--- config.mk ---
export PLATFORM = sky130hd
export DESIGN_NAME = lce_exec
export DESIGN_NICKNAME = d
export VERILOG_FILES = /design/src/lce_pkg.sv /design/src/lce_cond_eval.sv /design/src/lce_exec.sv
export SDC_FILE = /design/constraint.sdc
export NUM_CORES = 1
export LEC_CHECK = 0
export BUFFER_PORTS_ARGS = -buffer_cell sky130_fd_sc_hd__buf_2
export CORE_MARGIN = 3
export CORE_UTILIZATION = 35
export CTS_CLUSTER_DIAMETER = 50
export DETAILED_ROUTE_END_ITERATION = 12
export MAX_ROUTING_LAYER = met4
export PLACE_DENSITY = 0.57
export SYNTH_ARGS = -nofsm -noshare
export SYNTH_HDL_FRONTEND = slang
export SYNTH_SLANG_ARGS = --single-unit
--- constraint.sdc ---
create_clock -name clk -period 5.55 [get_ports clk]
set_clock_uncertainty 0.15 [all_clocks]
set_input_delay 1.11 -clock clk [delete_from_list [all_inputs] [get_ports clk]]
set_output_delay 1.11 -clock clk [all_outputs]
set_load 0.005 [all_outputs]
--- src/lce_pkg.sv ---
// Constants, field layouts and types for the logic and compare execution unit.
// Assumes a single 100 MHz clock and an APB requester on the same clock.
package lce_pkg;

    // ------------------------------------------------------------------
    // Data widths
    // ------------------------------------------------------------------
    localparam int WORD_W = 32;
    localparam int DBL_W = 64;
    localparam int HALF_W = 16;
    localparam int BYTE_W = 8;
    localparam int ADDRF_W = 18;
    localparam int PADDR_W = 8;

    // ------------------------------------------------------------------
    // Operation codes
    // ------------------------------------------------------------------
    localparam logic [7:0] OP_XOR_ACC = 8'h27;
    localparam logic [7:0] OP_XOR_HALF = 8'h33;
    localparam logic [7:0] OP_XOR_BYTE = 8'h23;
    localparam logic [7:0] OP_XOR_STORE = 8'h65;
    localparam logic [7:0] OP_COMPL = 8'h3B;
    localparam logic [7:0] OP_CMP_AND = 8'h34;
    localparam logic [7:0] OP_CMP_LACC = 8'h17;
    localparam logic [7:0] OP_CMP_LHALF = 8'h10;

    // ------------------------------------------------------------------
    // Select field codes
    // ------------------------------------------------------------------
    localparam logic [1:0] SEL_MEM = 2'h0;
    localparam logic [1:0] SEL_A = 2'h1;
    localparam logic [1:0] SEL_B = 2'h2;
    localparam logic [1:0] SEL_D = 2'h3;
    localparam logic [1:0] HALF_LEFT = 2'h1;
    localparam logic [1:0] HALF_RIGHT = 2'h2;
    localparam logic [1:0] HALF_SEXT = 2'h3;

    // ------------------------------------------------------------------
    // Condition indicator values
    // ------------------------------------------------------------------
    localparam logic [1:0] CI_1 = 2'h1;
    localparam logic [1:0] CI_2 = 2'h2;
    localparam logic [1:0] CI_3 = 2'h3;
    localparam logic [1:0] CI_RESET = 2'h2;

    // ------------------------------------------------------------------
    // Register byte offsets
    // ------------------------------------------------------------------
    localparam logic [PADDR_W-1:0] OFS_CTRL = 8'h00;
    localparam logic [PADDR_W-1:0] OFS_ADDRF = 8'h04;
    localparam logic [PADDR_W-1:0] OFS_OPND_LO = 8'h08;
    localparam logic [PADDR_W-1:0] OFS_OPND_HI = 8'h0C;
    localparam logic [PADDR_W-1:0] OFS_ACC_A = 8'h10;
    localparam logic [PADDR_W-1:0] OFS_ACC_B = 8'h14;
    localparam logic [PADDR_W-1:0] OFS_STATUS = 8'h18;
    localparam logic [PADDR_W-1:0] OFS_STORE_LO = 8'h1C;
    localparam logic [PADDR_W-1:0] OFS_STORE_HI = 8'h20;

    // ------------------------------------------------------------------
    // Control and status field positions
    // ------------------------------------------------------------------
    localparam int CTRL_OP_LSB = 0;
    localparam int CTRL_M_LSB = 8;
    localparam int CTRL_C_BIT = 10;
    localparam int CTRL_L_BIT = 11;
    localparam int CTRL_I_BIT = 12;
    localparam int CTRL_X_LSB = 13;
    localparam int CTRL_GO_BIT = 31;
    localparam int ST_CI_LSB = 0;
    localparam int ST_DONE_BIT = 2;
    localparam int ST_ILL_BIT = 3;
    localparam int ST_STORE_BIT = 4;
    localparam int ST_DBL_BIT = 5;

    typedef enum logic {
        LCE_IDLE = 1'b0,
        LCE_EXEC = 1'b1
    } lce_state_e;

    typedef enum logic [1:0] {
        CSRC_LOGIC = 2'b00,
        CSRC_CMP = 2'b01,
        CSRC_CAND = 2'b10
    } lce_csrc_e;

endpackage : lce_pkg

--- src/lce_cond_eval.sv ---
// Condition indicator evaluation for word or double-word values.
// Assumes operands narrower than 64 bits arrive zero-extended.
`timescale 1ns/100ps
module lce_cond_eval (
    input wire logic [lce_pkg::DBL_W-1:0] lhs,
    input wire logic [lce_pkg::DBL_W-1:0] rhs,
    input wire logic [lce_pkg::DBL_W-1:0] res,
    input wire logic dbl,
    output logic [1:0] ci_logic,
    output logic [1:0] ci_cmp,
    output logic [1:0] ci_cand
);
    import lce_pkg::*;

    logic [DBL_W-1:0] res_m;
    logic [DBL_W-1:0] rhs_m;
    logic all_one;

    // ------------------------------------------------------------------
    // Width masking
    // ------------------------------------------------------------------
    assign res_m = dbl ? res : {{WORD_W{1'b0}}, res[WORD_W-1:0]};
    assign rhs_m = dbl ? rhs : {{WORD_W{1'b0}}, rhs[WORD_W-1:0]};
    assign all_one = dbl ? (&res) : (&res[WORD_W-1:0]);

    // ------------------------------------------------------------------
    // Classification
    // ------------------------------------------------------------------
    always_comb begin
        if (all_one) begin
            ci_logic = CI_1;
        end else if (res_m == '0) begin
            ci_logic = CI_2;
        end else begin
            ci_logic = CI_3;
        end
    end

    // Unsigned: no sign bit treatment
    always_comb begin
        if (lhs < rhs) begin
            ci_cmp = CI_1;
        end else if (lhs == rhs) begin
            ci_cmp = CI_2;
        end else begin
            ci_cmp = CI_3;
        end
    end

    always_comb begin
        if (res_m == rhs_m) begin
            ci_cand = CI_1;
        end else if (res_m == '0) begin
            ci_cand = CI_2;
        end else begin
            ci_cand = CI_3;
        end
    end

endmodule : lce_cond_eval

--- src/lce_exec.sv ---
// Exclusive-OR, complement and logical compare execution unit with APB access.
// Assumes instruction control resolves the effective address and loads the
// memory operand, then starts the operation by a write to the control word.
`timescale 1ns/100ps

// Overview of operation
// - Opcode 27 XORs operand into accumulator
// - A, B use words; D uses double-words
// - Select 01 A, 10 B, 11 D
// - C=1 sets indicator all-ones/zeros/mixed
// - Literal sign-extends 18-bit address field
// - Opcode 33 XORs half-word into A half
// - Half select left, right, or sign-extended
// - Half literal uses low 16 address bits
// - Opcode 23 XORs byte; indicator whole A
// - Byte literal uses low 8 address bits
// - XOR to storage writes memory, keeps accumulator
// - Store forms refuse literal and indexing
// - Opcode 3B complements memory or accumulator
// - Complement ignores unused addressing fields
// - Opcode 34 ANDs and classifies, alters nothing
// - Compares without C=1 are no-operations
// - Opcode 17 unsigned compare, less/equal/greater
// - Opcode 10 compares selected half unsigned
// - Half compare literal uses low 16 bits
// - Comparative AND accepts all flags, no writes
module lce_exec (
    input wire logic clk,
    input wire logic rst,
    input wire logic psel,
    input wire logic penable,
    input wire logic pwrite,
    input wire logic [lce_pkg::PADDR_W-1:0] paddr,
    input wire logic [lce_pkg::WORD_W-1:0] pwdata,
    output logic [lce_pkg::WORD_W-1:0] prdata,
    output logic pready,
    output logic pslverr,
    output logic [1:0] cond_ind,
    output logic store_wr,
    output logic store_dbl,
    output logic [lce_pkg::DBL_W-1:0] store_data
);
    import lce_pkg::*;

    lce_state_e state;
    logic [7:0] op;
    logic [1:0] msel, xsel;
    logic cbit, lbit, ibit, done, illegal;
    logic [ADDRF_W-1:0] addrf;
    logic [WORD_W-1:0] opnd_lo, opnd_hi, acc_a, acc_b;
    logic acc_phase, take, wr_take, go, mapped;
    logic [WORD_W-1:0] rd_mux, next_a, next_b;
    logic [DBL_W-1:0] lit64, mem_opnd, acc_val;
    logic [HALF_W-1:0] half_opnd, a_half;
    logic [BYTE_W-1:0] byte_opnd;
    logic [4:0] byte_sh;
    logic [DBL_W-1:0] next_store, ev_lhs, ev_rhs, ev_res;
    logic next_store_wr, next_store_dbl, next_illegal, ci_en, ev_dbl;
    lce_csrc_e csrc;
    logic [1:0] ci_logic, ci_cmp, ci_cand, next_ci;

    // ------------------------------------------------------------------
    // APB decode
    // ------------------------------------------------------------------
    // One wait state: pready rises in the second access cycle
    assign acc_phase = psel & penable & ~pready;
    assign take = psel & penable & pready;
    assign wr_take = take & pwrite & ~pslverr;
    assign go = wr_take & (paddr == OFS_CTRL) & pwdata[CTRL_GO_BIT] & (state == LCE_IDLE);

    always_comb begin
        mapped = 1'b1;
        rd_mux = '0;
        unique case (paddr)
            OFS_CTRL: begin
                rd_mux[CTRL_OP_LSB +: 8] = op;
                rd_mux[CTRL_M_LSB +: 2] = msel;
                rd_mux[CTRL_C_BIT] = cbit;
                rd_mux[CTRL_L_BIT] = lbit;
                rd_mux[CTRL_I_BIT] = ibit;
                rd_mux[CTRL_X_LSB +: 2] = xsel;
            end
            OFS_ADDRF: rd_mux[ADDRF_W-1:0] = addrf;
            OFS_OPND_LO: rd_mux = opnd_lo;
            OFS_OPND_HI: rd_mux = opnd_hi;
            OFS_ACC_A: rd_mux = acc_a;
            OFS_ACC_B: rd_mux = acc_b;
            OFS_STATUS: begin
                rd_mux[ST_CI_LSB +: 2] = cond_ind;
                rd_mux[ST_DONE_BIT] = done;
                rd_mux[ST_ILL_BIT] = illegal;
                rd_mux[ST_STORE_BIT] = store_wr;
                rd_mux[ST_DBL_BIT] = store_dbl;
            end
            OFS_STORE_LO: rd_mux = store_data[WORD_W-1:0];
            OFS_STORE_HI: rd_mux = store_data[DBL_W-1:WORD_W];
            default: mapped = 1'b0;
        endcase
    end

    always_ff @(posedge clk) begin
        if (rst) begin
            pready <= 1'b0;
            pslverr <= 1'b0;
            prdata <= '0;
        end else begin
            pready <= acc_phase;
            pslverr <= acc_phase & ~mapped;
            if (acc_phase) begin
                prdata <= (mapped && !pwrite) ? rd_mux : '0;
            end
        end
    end

    // ------------------------------------------------------------------
    // Instruction and operand registers
    // ------------------------------------------------------------------
    always_ff @(posedge clk) begin
        if (rst) begin
            {op, msel, cbit, lbit, ibit, xsel, addrf, opnd_lo, opnd_hi} <= '0;
        end else if (wr_take && state == LCE_IDLE) begin
            unique case (paddr)
                OFS_CTRL: begin
                    op <= pwdata[CTRL_OP_LSB +: 8];
                    msel <= pwdata[CTRL_M_LSB +: 2];
                    cbit <= pwdata[CTRL_C_BIT];
                    lbit <= pwdata[CTRL_L_BIT];
                    ibit <= pwdata[CTRL_I_BIT];
                    xsel <= pwdata[CTRL_X_LSB +: 2];
                end
                OFS_ADDRF: addrf <= pwdata[ADDRF_W-1:0];
                OFS_OPND_LO: opnd_lo <= pwdata;
                OFS_OPND_HI: opnd_hi <= pwdata;
                default: begin
                end
            endcase
        end
    end

    // ------------------------------------------------------------------
    // Sequencer
    // ------------------------------------------------------------------
    always_ff @(posedge clk) begin
        if (rst) begin
            state <= LCE_IDLE;
        end else begin
            unique case (state)
                LCE_IDLE: state <= go ? LCE_EXEC : LCE_IDLE;
                LCE_EXEC: state <= LCE_IDLE;
            endcase
        end
    end

    // ------------------------------------------------------------------
    // Operand preparation
    // ------------------------------------------------------------------
    assign lit64 = {{(DBL_W-ADDRF_W){addrf[ADDRF_W-1]}}, addrf};
    assign half_opnd = lbit ? addrf[HALF_W-1:0] : opnd_lo[HALF_W-1:0];
    assign byte_opnd = lbit ? addrf[BYTE_W-1:0] : opnd_lo[BYTE_W-1:0];
    assign a_half = (msel == HALF_LEFT) ? acc_a[WORD_W-1:HALF_W] : acc_a[HALF_W-1:0];
    // Byte 0 is leftmost, so shift is (3 - select) bytes
    assign byte_sh = {~msel, 3'b000};

    always_comb begin
        unique case (msel)
            SEL_B: acc_val = {{WORD_W{1'b0}}, acc_b};
            SEL_D: acc_val = {acc_a, acc_b};
            default: acc_val = {{WORD_W{1'b0}}, acc_a};
        endcase
        if (msel == SEL_D) begin
            mem_opnd = lbit ? lit64 : {opnd_hi, opnd_lo};
        end else begin
            mem_opnd = lbit ? {{WORD_W{1'b0}}, lit64[WORD_W-1:0]} : {{WORD_W{1'b0}}, opnd_lo};
        end
    end

    // ------------------------------------------------------------------
    // Operation decode
    // ------------------------------------------------------------------
    always_comb begin
        next_a = acc_a;
        next_b = acc_b;
        next_store = store_data;
        next_store_wr = 1'b0;
        next_store_dbl = store_dbl;
        next_illegal = 1'b0;
        ci_en = cbit;
        csrc = CSRC_LOGIC;
        ev_lhs = '0;
        ev_rhs = '0;
        ev_res = '0;
        ev_dbl = (msel == SEL_D);
        unique case (op)
            OP_XOR_ACC: begin
                if (msel == SEL_MEM) begin
                    next_illegal = 1'b1;
                end else begin
                    ev_res = acc_val ^ mem_opnd;
                    unique case (msel)
                        SEL_A: next_a = ev_res[WORD_W-1:0];
                        SEL_B: next_b = ev_res[WORD_W-1:0];
                        default: {next_a, next_b} = ev_res;
                    endcase
                end
            end
            OP_XOR_HALF: begin
                ev_dbl = 1'b0;
                unique case (msel)
                    HALF_LEFT: next_a = {acc_a[WORD_W-1:HALF_W] ^ half_opnd, acc_a[HALF_W-1:0]};
                    HALF_RIGHT: next_a = {acc_a[WORD_W-1:HALF_W], acc_a[HALF_W-1:0] ^ half_opnd};
                    HALF_SEXT: next_a = acc_a ^ {{HALF_W{half_opnd[HALF_W-1]}}, half_opnd};
                    default: next_illegal = 1'b1;
                endcase
                ev_res = {{WORD_W{1'b0}}, next_a};
            end
            OP_XOR_BYTE: begin
                ev_dbl = 1'b0;
                next_a = acc_a ^ ({{(WORD_W-BYTE_W){1'b0}}, byte_opnd} << byte_sh);
                ev_res = {{WORD_W{1'b0}}, next_a};
            end
            OP_XOR_STORE: begin
                // Store forms carry no literal and no index
                if (msel == SEL_MEM || lbit || xsel != 2'h0) begin
                    next_illegal = 1'b1;
                end else begin
                    ev_res = acc_val ^ mem_opnd;
                    next_store = ev_res;
                    next_store_wr = 1'b1;
                    next_store_dbl = (msel == SEL_D);
                end
            end
            OP_COMPL: begin
                if (msel == SEL_MEM) begin
                    // Literal flag ignored: memory word always used
                    ev_dbl = 1'b0;
                    ev_res = {{WORD_W{1'b0}}, ~opnd_lo};
                    next_store = ev_res;
                    next_store_wr = 1'b1;
                    next_store_dbl = 1'b0;
                end else begin
                    ev_res = ~acc_val;
                    unique case (msel)
                        SEL_A: next_a = ev_res[WORD_W-1:0];
                        SEL_B: next_b = ev_res[WORD_W-1:0];
                        default: {next_a, next_b} = ev_res;
                    endcase
                end
            end
            OP_CMP_AND: begin
                csrc = CSRC_CAND;
                if (msel == SEL_MEM) begin
                    next_illegal = 1'b1;
                end else begin
                    ev_res = acc_val & mem_opnd;
                    ev_rhs = mem_opnd;
                end
            end
            OP_CMP_LACC: begin
                csrc = CSRC_CMP;
                if (msel == SEL_MEM) begin
                    next_illegal = 1'b1;
                end else begin
                    ev_lhs = acc_val;
                    ev_rhs = mem_opnd;
                end
            end
            OP_CMP_LHALF: begin
                csrc = CSRC_CMP;
                if (msel != HALF_LEFT && msel != HALF_RIGHT) begin
                    next_illegal = 1'b1;
                end else begin
                    ev_lhs = {{(DBL_W-HALF_W){1'b0}}, a_half};
                    ev_rhs = {{(DBL_W-HALF_W){1'b0}}, half_opnd};
                end
            end
            default: next_illegal = 1'b1;
        endcase
        if (next_illegal) begin
            next_a = acc_a;
            next_b = acc_b;
            next_store = store_data;
            next_store_wr = 1'b0;
            next_store_dbl = store_dbl;
            ci_en = 1'b0;
        end
    end

    lce_cond_eval u_eval (.lhs(ev_lhs), .rhs(ev_rhs), .res(ev_res), .dbl(ev_dbl), .ci_logic(ci_logic),
        .ci_cmp(ci_cmp), .ci_cand(ci_cand));

    always_comb begin
        unique case (csrc)
            CSRC_CMP: next_ci = ci_cmp;
            CSRC_CAND: next_ci = ci_cand;
            default: next_ci = ci_logic;
        endcase
    end

    // ------------------------------------------------------------------
    // Accumulators
    // ------------------------------------------------------------------
    // Execution wins over software loads; loads only land while idle
    always_ff @(posedge clk) begin
        if (rst) begin
            acc_a <= '0;
            acc_b <= '0;
        end else if (state == LCE_EXEC) begin
            acc_a <= next_a;
            acc_b <= next_b;
        end else if (wr_take && paddr == OFS_ACC_A) begin
            acc_a <= pwdata;
        end else if (wr_take && paddr == OFS_ACC_B) begin
            acc_b <= pwdata;
        end
    end

    // ------------------------------------------------------------------
    // Condition indicator and status
    // ------------------------------------------------------------------
    always_ff @(posedge clk) begin
        if (rst) begin
            cond_ind <= CI_RESET;
        end else if (state == LCE_EXEC && ci_en) begin
            cond_ind <= next_ci;
        end
    end

    always_ff @(posedge clk) begin
        if (rst) begin
            done <= 1'b0;
            illegal <= 1'b0;
        end else if (state == LCE_EXEC) begin
            done <= 1'b1;
            illegal <= next_illegal;
        end else if (go) begin
            done <= 1'b0;
            illegal <= 1'b0;
        end
    end

    // ------------------------------------------------------------------
    // Storage write port
    // ------------------------------------------------------------------
    always_ff @(posedge clk) begin
        if (rst) begin
            store_wr <= 1'b0;
            store_dbl <= 1'b0;
            store_data <= '0;
        end else begin
            store_wr <= (state == LCE_EXEC) & next_store_wr;
            if (state == LCE_EXEC) begin
                store_data <= next_store;
                store_dbl <= next_store_dbl;
            end
        end
    end

endmodule : lce_exec

---- Yosys cells after proc, flatten, opt, wreduce, memory -nomap -nowiden ----
Cells that the tools add are included.
storage, ports and cells
  register bits after elaboration ......... 266
  input bits .............................. 45
  logic and storage cells ................. 191
operators by class
  $lt $le $gt $ge ......................... 1
  equality and inequality tests ........... 37
  shifts and indexed selects .............. 1
  mux-type cells .......................... 74
  bitwise logic cells ..................... 24
  reductions and logical operators ........ 33
operator list
  kind                  count
  $mux W64              12
  $pmux W64 S2          4
  $mux W32              15
  $pmux W64 S6          1
  $pmux W32 S2          3
  $eq A64 B64 Y1        2
  $pmux W32 S4          1
  $pmux W32 S3          1
  $pmux W14 S6          1
  $pmux W9 S8           1
  $and A64 B64 Y64      1
  $logic_not A64 Y1     1
  $lt A64 B64 Y1        1
  $mux W16              4
  $not A64 Y64          1
  $reduce_and A64 Y1    1
  $xor A32 B32 Y32      2
  $xor A64 B64 Y64      1
  $pmux W6 S9           1
  $eq A8 B5 Y1 const B  6
  $eq A8 B6 Y1 const B  6
  $not A32 Y32          1
  $reduce_and A32 Y1    1
  $shl A8 B5 Y32        1
  34 further kinds      101

---- Depth between registers and ports, before layout ----
  depth in word-level cells ............... 10
  mapped depth ............................ 25
  gate-level depth less buffers ........... 18

---- Cells and area by module ----
Synthesis repeated with hierarchy kept, for this count alone.
unflattened totals
  cells, all modules ...................... 3076
  area, all modules ....................... 22830.6 sq um
by module, submodules not included
  module         instances  cells each  area an instance (sq um)  seq. area each (sq um)
  lce_exec       1          2714        20200.6                   5325.1
  lce_cond_eval  1          362         2630.0                    0.0

---- Worst setup path after synthesis ----
No wires, ideal clock.
  kind .................................... register to register
  from .................................... register msel[0]
  to ...................................... register cond_ind[0]
  library setup time ...................... 144 ps
  arrival time ............................ 5211 ps
  slack ................................... 45 ps
  cell stages (with the launch flop) ...... 24
  period minus slack after synthesis ...... 5505 ps
  cells stage by stage .................... dfxtp_1 clkbuf_1 clkbuf_1 inv_1 ha_1 buf_2 clkbuf_1 clkbuf_1 clkbuf_1 nor3b_1 nand2_1 clkbuf_1 clkbuf_1 nor2_1 ha_1 nand4_1 nor4_1 nand2_1 or4_1 nor3_1 a31oi_1 a21oi_1 a22o_1 a41oi_2
between the ends
  word-level cells in the longest chain between the ends .. 10
  elaborated cells between the ends (all ways) .. 55
  those cells by class .................... 1 x order compare; 7 x eq/ne; 1 x shift; 32 x mux; 5 x bitwise; 9 x reduce/logical
RTL lines
  item                                                     line             source
  start, declared                                          lce_exec.sv:47   logic [1:0] msel, xsel;
  start signal, assigned                                   lce_exec.sv:125  msel <= pwdata[CTRL_M_LSB +: 2];
  branches (longest 10 deep; another with $lt A64 B64 Y1)  n/a
  end signal, assigned                                     lce_exec.sv:324  cond_ind <= next_ci;
  end, declared                                            lce_exec.sv:38   output logic [1:0] cond_ind,
Parallel ways; which one is timed is not known.
A chain may end at the register's enable or synchronous reset.

---- Worst setup path in the final report ----
Ends and elaborated chain as after synthesis.

==> results_dict.tcl <==
set metrics [dict create \
    status "complete, no violations" \
    areaGrowthSynthToFinish_pct 13.25 \
    slew_headroom 0.2406 \
    yosys_warnings 0 \
    switching_power_mw 0.9921 \
    die_h_microns 258.2 \
    cts_tree "yes" \
    power.clock.fraction 0.510 \
    max-cap-violations 0 \
    period_minus_slack_ps 5181 \
    layout.nets 3381 \
    crit_type "flop to flop" \
    post_cts_buffers 0 \
    setup_viol 0 \
    synthCells 3162 \
    ys_seq_area_frac 0.2392 \
    fin_util 0.4048 \
    startpoint_type "flop" \
    ys_async_sr_fraction 0 \
    cts_max_level 1 \
    p_leak_nw 9.420 \
    grt_pass1_vias 24120 \
    crit_required_ps 5870 \
    ys_types 87 \
    hpwl_microns 91630 \
    die-area_sq_um 66660 \
    synth_edf_count 0 \
    maxSlewViolCount 0 \
    overflow 0 \
    nFillCells 6658 \
    finalSetupTns_ps 0 \
    seq_power_share 0.461 \
    avgSynthCellArea_sq_um 7.040 \
    cp-end-kind "flop" \
    rsz0062_at_grt "false" \
    irDropWorstVdd_uv 243.5 \
    ioPinCount 147 \
    cts_root_buffer "clkbuf_16" \
    drt_iter0_drc 3827 \
    cts_sinks 266 \
    clk_pin_slew_ps 60 \
    clockBufferDepth 3 \
    via_count 25980 \
    gp_congestion 1.130 \
    grt_max_degree 141 \
    cts_hold_buf 0 \
    place_ws_ps 481.4 \
    coreArea_sq_um 62280 \
    p_comb_frac 0.029 \
    setup_ws_ps 369.0 \
    num_rows 91 \
    cts_resized 0 \
    p_per_area_nw_per_um2 164.2 \
    wl_per_cell_microns 29.53 \
    drc_errors 0 \
    start_util 0.3574 \
    period_share 0.9335 \
    first_pass_iters 6 \
    die_x_microns 258.2 \
    swShare 0.2396 \
    antenna_left 0 \
    finalHoldViolCount 0 \
    drive_gt1_frac 0.1247 \
    wirelength_microns 119900 \
    grt_usage 0.3560 \
    min_path_type "flop to flop" \
    antenna_found_initial 2 \
    io_buffer_count 146 \
    clock_latency_ps 610 \
    p_int_mw 3.148 \
    critPathMaxFanout 51 \
    max_slew.worst_pin.slew_ps 1139 \
    fmax_ghz 0.1930 \
    synth.cell_area_sq_um 22260 \
    synth.ff_latch_count 266 \
    grt_first_pass_wirelength_microns 173300 \
    syn_nets 3342 \
    cts_made_buffers 31 \
    via_per_inst 6.396 \
    worstPathArrival_ps 5500 \
    ys.flop_type "dfxtp_1" \
]
final timing paths:
path                                            start                       end  slack [ps]  cells after the start
worst max-delay path             msel[0]$_SDFFE_PP0P_  cond_ind[0]$_SDFFE_PP0P_         370                     16
worst min register to register  acc_b[0]$_SDFFE_PP0P_     acc_b[0]$_SDFFE_PP0P_         320                      2
worst max register to register   msel[0]$_SDFFE_PP0P_  cond_ind[0]$_SDFFE_PP0P_         370                     16
worst min-delay path            acc_b[0]$_SDFFE_PP0P_     acc_b[0]$_SDFFE_PP0P_         320                      2
critical path, stage by stage (launching register included):
cell      delay [ps]
dfxtp_1          470
inv_1            210
ha_2             260
or3b_1           480
a211oi_4         310
buf_12           280
nand2_1          150
ha_1             330
nand4_1          140
nor4_1           550
nand2_1          160
or4_1            590
nor3_1           350
a31oi_1          130
a21oi_1          230
a22o_1           180
a41oi_2           40
cells in the mapped netlist, types with 9 or more instances:
master     count  area (sq um)
dfxtp_1      266          5325
or4_1         19         142.6
nand3_1      123         615.6
nor2_1       298          1119
a222oi_1      15         150.1
xor2_1        34         297.8
and2_1        17         106.4
mux2i_1      147          1471
xnor2_1       43         376.6
nand2b_1      14         87.58
buf_2         33         165.2
a32oi_1       10         87.58
buf_1         27         101.4
a22oi_1       65         488.0
mux2_2        13         146.4
o2bb2ai_1      9         78.83
nor2b_1       23         143.9
o21ai_0       91         455.4
nor4_1        34         212.7
a21oi_1      331          1657
or3_1          9         56.30
o22ai_1       33         206.5
ha_1         135          1689
a31oi_1       57         356.6
nor3_1        38         190.2
a22o_1        24         210.2
a21o_1        21         157.7
a211oi_1      61         457.9
clkbuf_1     219         822.0
nand2_1      538          2019
inv_1        108         405.4
nand4_1       36         225.2
and3_1        19         118.9
o211ai_1     102         765.7
layer usage:
| metal | share of wire | vias to the layer above | GRT usage |
|---|---|---|---|
| met4 | 0.040 | 0 | 0.1251 |
| met1 | 0.43 | 12540 | 0.4911 |
| met3 | 0.11 | 265 | 0.07090 |
| met2 | 0.42 | 1676 | 0.5148 |
| met5 | 0 | - | - |
| li1 | - | 11500 | - |
power by group through the flow:
| stage | Combinational, mW | Clock [mW] | Sequential, mW |
|---|---|---|---|
| 2_1_floorplan | 0.0547 | 0 | 1.95 |
| 3_3_place_gp | 0.118 | 0 | 1.95 |
| 3_5_place_dp | 0.118 | 0 | 1.95 |
| 4_1_cts | 0.118 | 2.12 | 1.91 |
| 5_1_grt | 0.128 | 2.20 | 1.91 |
| 6_report | 0.121 | 2.11 | 1.91 |
per-stage QoR:
stage | instances | total power, mW | hold WS [ps] | area [sq um]
2_1_floorplan | 3162 | 2.007 | 286.7 | 22260
3_3_place_gp | 4005 | 2.070 | 304.3 | 24180
3_5_place_dp | 4005 | 2.070 | 308.3 | 24180
4_1_cts | 4060 | 4.146 | 318.7 | 25200
5_1_grt | 4061 | 4.237 | 332.9 | 25210
6_report | 4062 | 4.140 | 318.3 | 25210
placed cells by master (no fill, tap or decap), drive strengths merged, types with 24 or more instances in the layout:
master	count
o22ai	34
nand3	123
inv	112
a31oi	57
xnor2	43
nor2	298
ha	135
o211ai	102
nand2	538
nand4	36
a22oi	65
a22o	24
clkbuf	42
a211oi	63
nor4	34
mux2i	147
nor3	38
dfxtp	266
o21ai	96
a21oi	333
buf	292
xor2	34
final cells by class:
type                            instances  area (sq um)  share of cell area
Inverter                              109         409.1             0.01623
Sequential cell                       266          5330              0.2114
Clock buffer                           42         887.1             0.03519
Multi-Input combinational cell       2501         15450              0.6130
Tap cell                              837          1047             0.04154
Timing Repair Buffer                  292          1937             0.07683
Clock inverter                         13         140.1            0.005559
Antenna cell                            2         5.005           0.0001985
state kept, by name, summed over array words and instances (netlist names):
signal      count
acc_a          32
acc_b          32
addrf          18
cbit            1
cond_ind        2
done            1
ibit            1
illegal         1
lbit            1
msel            2
op              8
opnd_hi        32
opnd_lo        32
prdata         32
pready          1
pslverr         1
state           1
store_data     64
store_dbl       1
store_wr        1
xsel            2
cells by family (layout without fill, tap and decap cells):
logic type	count (synthesis)	after routing	share of synthesized area
and+or+nand+nor	1212	1212	0.2438
buffers and inverters	395	456	0.07048
xor gates and xnor gates	77	77	0.03030
other	0	2	0
DFF	266	266	0.2392
adders and majority gates	135	135	0.07588
muxes	160	160	0.07268
AOI/OAI and AO/OA	917	917	0.2676
Note: power is estimated with default switching activity, not from simulation.
